$ cat src/design/sttx_pkg.sv
package sttx_pkg;

  localparam logic [31:0]       STTX_KEY_FIRST_OFF  = 32'hFFFF0880;
  localparam logic [31:0]       STTX_CTRL_OFF       = 32'hFFFF0884;
  localparam logic [31:0]       STTX_KEY_SECOND_OFF = 32'hFFFF0888;
  localparam logic [2:0][31:0]  STTX_DATA_OFF       = {32'hFFFF0894, 32'hFFFF0890, 32'hFFFF088C};

  localparam logic [15:0]       STTX_KEY_FIRST_VAL  = 16'h0007;
  localparam logic [15:0]       STTX_KEY_SECOND_VAL = 16'h00B9;
  localparam logic [15:0]       STTX_DATA_RESET     = 16'h0000;
  localparam logic [15:0]       STTX_CTRL_RESET     = 16'h0000;

  localparam int unsigned       STTX_EN_BIT         = 0;
  localparam int unsigned       STTX_RST_BIT        = 1;
  localparam int unsigned       STTX_CNT_LSB        = 2;
  localparam int unsigned       STTX_CNT_MSB        = 4;
  localparam int unsigned       STTX_STATE_LSB      = 5;
  localparam int unsigned       STTX_STATE_MSB      = 8;

  localparam logic [2:0]        STTX_CNT_MAX        = 3'h5;
  localparam logic [2:0]        STTX_BYTES_MAX      = 3'h6;
  localparam logic [3:0]        STTX_FRAME_BITS     = 4'hC;
  localparam logic              STTX_IDLE_LEVEL     = 1'b1;
  localparam logic              STTX_START_LEVEL    = 1'b0;

  typedef struct packed {
    logic [31:0] addr;
    logic [31:0] wdata;
    logic        wr;
    logic        rd;
  } sttx_bus_req_s;

  typedef enum logic {
    STTX_IDLE,
    STTX_SEND
  } sttx_phase_e;

endpackage

$ cat src/design/sttx_top.sv
// Local design decision: the plain strobed port.
`timescale 1ns/1ps
module sttx_top (
  input  wire logic                    clk_sys,
  input  wire logic                    reset_n,
  input  wire sttx_pkg::sttx_bus_req_s bus_req,
  output logic [31:0]                  rd_data,
  input  wire logic                    baud_tick,
  output logic                         diagnostic_serial_out
);
  import sttx_pkg::*;

  typedef struct packed {
    sttx_phase_e     phase;
    logic            en;
    logic [2:0]      cnt;
    logic [2:0][15:0] data;
    logic [2:0]      filled;
    logic [2:0]      idx;
    logic [31:0]     rd_data;
  } sttx_top_state_s;

  sttx_top_state_s q, d;

  logic        key_commit;
  logic [15:0] key_val;
  logic        fr_busy;
  logic        fr_take;
  logic        fr_valid;
  logic [7:0]  fr_byte;
  logic [2:0]  nbytes;
  logic        flags_ok;
  logic [15:0] cur_word;
  logic [3:0]  state_field;
  logic [31:0] ctrl_read;

  sttx_key_guard u_key_guard (
    .clk_sys    (clk_sys),
    .reset_n    (reset_n),
    .bus_req    (bus_req),
    .key_commit (key_commit),
    .key_val    (key_val)
  );

  sttx_framer u_framer (
    .clk_sys    (clk_sys),
    .reset_n    (reset_n),
    .baud_tick  (baud_tick),
    .abort      (key_commit),
    .load_valid (fr_valid),
    .load_byte  (fr_byte),
    .busy       (fr_busy),
    .take       (fr_take),
    .serial_out (diagnostic_serial_out)
  );

  // Codes above the largest count are treated as six bytes.
  assign nbytes = (q.cnt > STTX_CNT_MAX) ? STTX_BYTES_MAX : q.cnt + 3'h1;

  // Each data register that holds at least one selected byte must be written.
  always_comb begin
    flags_ok = 1'b1;
    for (int i = 0; i < 3; i++) begin
      if (3'(2 * i) < nbytes && !q.filled[i]) begin
        flags_ok = 1'b0;
      end
    end
  end

  // Bytes go out in ascending order, low half of each register first.
  assign cur_word = (q.idx[2:1] > 2'h2) ? STTX_DATA_RESET : q.data[q.idx[2:1]];
  assign fr_byte  = q.idx[0] ? cur_word[15:8] : cur_word[7:0];
  assign fr_valid = q.phase == STTX_SEND && q.en && q.idx < nbytes;

  // The state field is one more than the number of bytes taken while sending, and zero when idle.
  assign state_field = (q.phase == STTX_SEND) ? {1'b0, q.idx} + 4'h1 : 4'h0;

  always_comb begin
    ctrl_read                             = 32'h0;
    ctrl_read[STTX_EN_BIT]                = q.en;
    ctrl_read[STTX_CNT_MSB:STTX_CNT_LSB]  = q.cnt;
    ctrl_read[STTX_STATE_MSB:STTX_STATE_LSB] = state_field;
  end

  always_comb begin
    d         = q;
    d.rd_data = 32'h0;

    unique case (q.phase)
      STTX_IDLE: begin
        if (q.en && flags_ok) begin
          d.phase = STTX_SEND;
          d.idx   = 3'h0;
        end
      end
      STTX_SEND: begin
        if (fr_take) begin
          d.idx = q.idx + 3'h1;
        end
        if (q.idx == nbytes && !fr_busy && !fr_take) begin
          d.phase  = STTX_IDLE;
          d.filled = 3'h0;
        end
      end
    endcase

    // A committed control write aborts any frame and restarts the fill count.
    if (key_commit) begin
      d.phase  = STTX_IDLE;
      d.idx    = 3'h0;
      d.filled = 3'h0;
      if (key_val[STTX_RST_BIT]) begin
        d.en  = 1'b0;
        d.cnt = 3'h0;
      end else begin
        d.en  = key_val[STTX_EN_BIT];
        d.cnt = key_val[STTX_CNT_MSB:STTX_CNT_LSB];
      end
    end

    // A data write sets its fill flag, winning over a completion clear.
    if (bus_req.wr) begin
      for (int i = 0; i < 3; i++) begin
        if (bus_req.addr == STTX_DATA_OFF[i]) begin
          d.data[i]   = bus_req.wdata[15:0];
          d.filled[i] = 1'b1;
        end
      end
    end

    if (bus_req.rd) begin
      if (bus_req.addr == STTX_CTRL_OFF) begin
        d.rd_data = ctrl_read;
      end
      for (int i = 0; i < 3; i++) begin
        if (bus_req.addr == STTX_DATA_OFF[i]) begin
          d.rd_data = {16'h0, q.data[i]};
        end
      end
    end
  end

  always_ff @(posedge clk_sys or negedge reset_n) begin
    if (!reset_n) begin
      q <= '{phase:   STTX_IDLE,
             en:      1'b0,
             cnt:     3'h0,
             data:    {STTX_DATA_RESET, STTX_DATA_RESET, STTX_DATA_RESET},
             filled:  3'h0,
             idx:     3'h0,
             rd_data: 32'h0};
    end else begin
      q <= d;
    end
  end

  assign rd_data = q.rd_data;

  // Each data register keeps what was written and answers reads with it.
  for (genvar g = 0; g < 3; g++) begin : g_data_chk

  end
endmodule // sttx_top

$ cat src/design/sttx_key_guard.sv
`timescale 1ns/1ps
module sttx_key_guard (
  input  wire logic                   clk_sys,
  input  wire logic                   reset_n,
  input  wire sttx_pkg::sttx_bus_req_s bus_req,
  output logic                        key_commit,
  output logic [15:0]                 key_val
);
  import sttx_pkg::*;

  typedef struct packed {
    logic        armed;
    logic        pend;
    logic        commit;
    logic [15:0] val;
  } sttx_guard_state_s;

  sttx_guard_state_s q, d;
  logic              first_hit;
  logic              ctrl_hit;
  logic              second_hit;

  assign first_hit  = bus_req.addr == STTX_KEY_FIRST_OFF &&
                      bus_req.wdata[15:0] == STTX_KEY_FIRST_VAL;
  assign ctrl_hit   = bus_req.addr == STTX_CTRL_OFF;
  assign second_hit = bus_req.addr == STTX_KEY_SECOND_OFF &&
                      bus_req.wdata[15:0] == STTX_KEY_SECOND_VAL;

  // Every bus write breaks the sequence unless it is the expected next step.
  always_comb begin
    d        = q;
    d.commit = 1'b0;
    if (bus_req.wr) begin
      d.armed = first_hit;
      d.pend  = q.armed && ctrl_hit;
      if (q.armed && ctrl_hit) begin
        d.val = bus_req.wdata[15:0];
      end
      d.commit = q.pend && second_hit;
    end
  end

  always_ff @(posedge clk_sys or negedge reset_n) begin
    if (!reset_n) begin
      q <= '{armed: 1'b0, pend: 1'b0, commit: 1'b0, val: STTX_CTRL_RESET};
    end else begin
      q <= d;
    end
  end

  assign key_commit = q.commit;
  assign key_val    = q.val;

endmodule // sttx_key_guard

$ cat src/design/sttx_framer.sv
`timescale 1ns/1ps
module sttx_framer (
  input  wire logic       clk_sys,
  input  wire logic       reset_n,
  input  wire logic       baud_tick,
  input  wire logic       abort,
  input  wire logic       load_valid,
  input  wire logic [7:0] load_byte,
  output logic            busy,
  output logic            take,
  output logic            serial_out
);
  import sttx_pkg::*;

  typedef struct packed {
    logic [10:0] sr;
    logic [3:0]  left;
    logic        take;
    logic        out;
  } sttx_frame_state_s;

  sttx_frame_state_s q, d;

  always_comb begin
    d      = q;
    d.take = 1'b0;
    if (abort) begin
      d.sr   = '0;
      d.left = 4'h0;
      d.out  = STTX_IDLE_LEVEL;
    end else if (baud_tick) begin
      if (q.left > 4'h1) begin
        d.out  = q.sr[0];
        d.sr   = {1'b1, q.sr[10:1]};
        d.left = q.left - 4'h1;
      end else if (load_valid) begin
        d.out  = STTX_START_LEVEL;
        d.sr   = {2'b11, ^load_byte, load_byte};
        d.left = STTX_FRAME_BITS;
        d.take = 1'b1;
      end else begin
        d.out  = STTX_IDLE_LEVEL;
        d.left = 4'h0;
      end
    end
  end

  always_ff @(posedge clk_sys or negedge reset_n) begin
    if (!reset_n) begin
      q <= '{sr: 11'h0, left: 4'h0, take: 1'b0, out: 1'b1};
    end else begin
      q <= d;
    end
  end

  assign busy       = q.left != 4'h0;
  assign take       = q.take;
  assign serial_out = q.out;
endmodule // sttx_framer

$ cat config.mk
export PLATFORM = sky130hd
export DESIGN_NAME = sttx_top
export DESIGN_NICKNAME = d
export VERILOG_FILES = /design/src/design/sttx_pkg.sv /design/src/design/sttx_top.sv /design/src/design/sttx_key_guard.sv /design/src/design/sttx_framer.sv
export SDC_FILE = /design/constraint.sdc
export NUM_CORES = 1
export LEC_CHECK = 0
export BUFFER_PORTS_ARGS = -buffer_cell sky130_fd_sc_hd__clkbuf_2
export CORE_ASPECT_RATIO = 1.1
export CORE_MARGIN = 4
export CORE_UTILIZATION = 58
export CTS_CLUSTER_DIAMETER = 50
export DETAILED_ROUTE_END_ITERATION = 6
export PLACE_DENSITY = 0.8
export SLEW_MARGIN = 20
export SYNTH_ARGS = -nofsm -noshare
export SYNTH_HDL_FRONTEND = slang
export SYNTH_SLANG_ARGS = --single-unit
export TNS_END_PERCENT = 50
$ cat constraint.sdc
create_clock -name clk_sys -period 4.6 [get_ports clk_sys]
set_clock_uncertainty 0.2 [all_clocks]
set_input_delay 0.23 -clock clk_sys [delete_from_list [all_inputs] [get_ports clk_sys]]
set_output_delay 0.23 -clock clk_sys [all_outputs]
set_load 0.02 [all_outputs]
==> results.py <==
metrics = {
    "worst_setup_path": {
        "max_stage_delay_ps": 840,
        "worstPathCellList": "clkinv_1 > o221a_2 > o21ai_0 > xor2_1 > xnor2_1 > mux2i_1 > nand2_1",
        "critPathMaxFanout": 19,
        "path_class": "reg2reg",
        "crit_start": "q[33]",
        "crit_slowest_cell": "dfrtp_1",
        "cp_top_family": "flip-flops",
        "r2r_slack_ps": 1570,
        "endpoint_kind": "flop",
        "cp-start-kind": "flop",
        "critical_path_required_ps": 4650,
        "cp.arrival_ps": 3080,
        "r2r-start": "q[33]",
        "crit_buf_inv": 1,
    },
    "global_routing": {
        "grt_util_all_layers_pct": 25.13,
        "grt_max_degree": 65,
        "grt_first_pass_wirelength_um": 21310,
        "grt_overflow_total": 0,
        "antenna_found_initial": 0,
        "grt_pass1_vias": 4099,
    },
    "power": {
        "seqPwrFrac_pct": 47.9,
        "power_leakage_nw": 2.983,
        "power.internal_mw": 1.528,
        "powerDensity_nw_per_um2": 335.7,
        "power.net_switching_uw": 535.4,
        "clockPowerShare_pct": 37.5,
        "power_frac_comb_pct": 14.6,
        "irDropWorstVdd_mv": 0.1630,
        "netSwitchingFraction_pct": 25.94,
        "total_power_mw": 2.064,
    },
    "floorplan": {
        "die_x_um": 100.7,
        "io-pin-count": 102,
        "dieHeight_um": 110.0,
        "die_area_um2": 11080,
        "start_util_pct": 60.57,
        "row_count": 36,
        "core_area_um2": 9054,
    },
    "sta": {
        "timing.fmax_mhz": 330.0,
        "fin_crit_ps": 3031,
        "rsz0062_at_grt": "false",
        "finalSetupViolCount": 0,
        "fin_setup_tns_ps": 0,
        "slew_headroom_pct": 28.03,
        "slew_viol_final": 0,
        "worst_pin_slew_ps": 1078,
        "hold_viol_final": 0,
        "period_share_pct": 65.88,
    },
    "clock_tree": {
        "htree_levels": 3,
        "cts_buffer_depth": 2,
        "cts_buffers": 9,
        "path_clk_slew_ps": 90,
        "clk_latency_ps": 360,
        "cts_tree": "yes",
        "post_cts_buffers": 0,
        "cts_resized": 0,
        "cts.sinks": 100,
        "root_buffer": "clkbuf_8",
    },
    "place": {
        "dp_hpwl_um": 9277,
        "io_buffers": 69,
        "place_congestion": 0.9225,
    },
    "routing": {
        "wl_um": 13260,
        "wl_per_cell_um": 19.73,
        "vias": 4185,
        "final_antenna_net_count": 0,
        "drc": 0,
        "drtIter0Drc": 416,
        "via_per_inst": 6.228,
        "first_pass_iters": 5,
    },
    "cells_and_area": {
        "fill_cells": 661,
        "drive_above_1_share_pct": 28.67,
        "final_common_cell": "dfrtp_1",
        "mostFrequentLayoutCells": "99 x dfrtp_1, 68 x clkbuf_2, 39 x o21ai_0, 36 x nand2_1, 34 x mux2_2",
        "nets": 631,
        "antenna_cells": 0,
        "multi_input_area_um2": 2609,
        "syn_to_final_growth_pct": 12.09,
        "register_area_um2": 2504,
    },
    "logic_synthesis": {
        "ys.flop_type": "dfrtp_1",
        "synth.distinct_cells": 64,
        "ys_async_sr_fraction_pct": 100.0,
        "syn-cell-area_um2": 5484,
        "synth_edf_count": 0,
        "syn_avg_cell_area_um2": 11.15,
        "ys_warn_count": 0,
        "ys_seq_area_share_pct": 45.65,
        "ys_ff_latch": 100,
        "syn_inst": 492,
    },
    "outcome": {
        "outcome": "completed",
    },
    "worst_hold_path": {
        "min_from": "bus_req[5]",
        "hold_class": "in2reg",
    },
    "run": {
        "maxCapViolations": 0,
    },
}
## path summary, 6_finish.rpt
path	end	cells past startpoint
setup reg to reg	u_framer.q[14]	7
hold / removal	q[57]	2
min in group asynchronous	ctrl_read[4]	2
setup / recovery	u_framer.q[14]	7
hold reg to reg	ctrl_read[3]	2
max in group asynchronous	u_framer.serial_out	3
## stage by stage
| step | hold WS, ps | area [um2] | setup WS, ps | std cells | utilization (%) |
|---|---|---|---|---|---|
| after floorplan | -265.6 | 5540 | 1946 | 507 | - |
| after global placement | 170.6 | 5704 | 1653 | 641 | 63.00 |
| after detailed placement | 173.1 | 5704 | 1596 | 641 | 63.00 |
| after CTS | 4.855 | 6147 | 1582 | 672 | 67.90 |
| after global routing | 10.83 | 6147 | 1235 | 672 | 67.90 |
| final | 22.77 | 6147 | 1570 | 672 | 67.90 |
## layer usage
| layer | vias up | part of all wire [%] | GRT usage, % |
|---|---|---|---|
| met5 | - | 0 | 0 |
| met2 | 228 | 47 | 39.51 |
| met1 | 2071 | 43 | 34.98 |
| li1 | 1860 | - | - |
| met4 | 0 | 1.9 | 9.817 |
| met3 | 26 | 8.6 | 4.216 |
## final cells by class
type / instances / area share, %
Timing Repair Buffer: 91 / 8.997
Multi-Input combinational cell: 337 / 42.44
Clock inverter: 6 / 2.585
Tap cell: 114 / 2.320
Sequential cell: 100 / 40.73
Clock buffer: 9 / 2.015
Inverter: 15 / 0.9159
## kinds of logic (layout without fill, tap and decap cells)
logic type	count (synthesis)	after routing	synth area share (%)
AND/OR/NAND/NOR	123	123	12.37
AO/OA/AOI/OAI	105	105	13.10
flip-flops	100	100	45.65
buffers and inverters	70	121	7.803
multiplexers	68	68	15.97
XOR/XNOR	17	17	3.217
adder cells (fa/ha/maj)	8	8	1.825
other	1	16	0.06838
## sequential cells by signal, indices dropped and copies added (netlist names)
signal / cells
ctrl_read: 4
u_framer.q: 15
q: 55
u_key_guard.key_val: 5
rd_data: 16
u_framer.serial_out: 1
u_framer.take: 1
u_key_guard.q: 2
u_key_guard.key_commit: 1
## synth_stat cells (3+ instances only)
cell type / n / share of area, %
a21oi_1: 16 / 1.5
a221oi_1: 8 / 1.3
a222oi_1: 12 / 2.2
a22o_1: 4 / 0.64
and2_1: 3 / 0.34
and3_1: 3 / 0.34
buf_2: 6 / 0.55
buf_4: 34 / 4.7
buf_6: 4 / 0.82
clkbuf_1: 10 / 0.68
dfrtp_1: 99 / 45
ha_1: 8 / 1.8
inv_1: 13 / 0.89
mux2_2: 34 / 7.0
mux2_4: 18 / 4.9
mux2i_1: 11 / 2.0
mux4_2: 5 / 2.1
nand2_1: 36 / 2.5
nand2b_1: 4 / 0.46
nand3_1: 4 / 0.37
nand4_1: 6 / 0.68
nor2_1: 19 / 1.3
nor2b_1: 19 / 2.2
nor3_1: 5 / 0.46
nor4_1: 5 / 0.57
o21a_1: 4 / 0.55
o21ai_0: 39 / 3.6
o22ai_1: 3 / 0.34
or2_2: 3 / 0.34
xnor2_1: 11 / 1.8
xor2_1: 4 / 0.64
## worst register-to-register path, delay by kind of cell (launching register included)
family                    cells  cell delay [ps]
and+or+nand+nor               1               80
DFF                           1              840
xor gates and xnor gates      2              400
AOI/OAI and AO/OA             2              720
muxes                         1              220
buffers and inverters         1              460
## power groups by stage
stage	combinational [mW]	clock [mW]	sequential, mW
3_5_place_dp	0.293	0	1.00
2_1_floorplan	0.189	0	0.998
3_3_place_gp	0.279	0	0.999
5_1_grt	0.336	0.819	0.995
4_1_cts	0.299	0.783	0.986
6_report	0.300	0.775	0.989
## timing repair
item | CTS | global route
setup endpoints to repair | 0 | 0
hold buffers | 16 | 0
hold endpoints to repair | 100 | 0
Power figures use the tool's default switching activity.
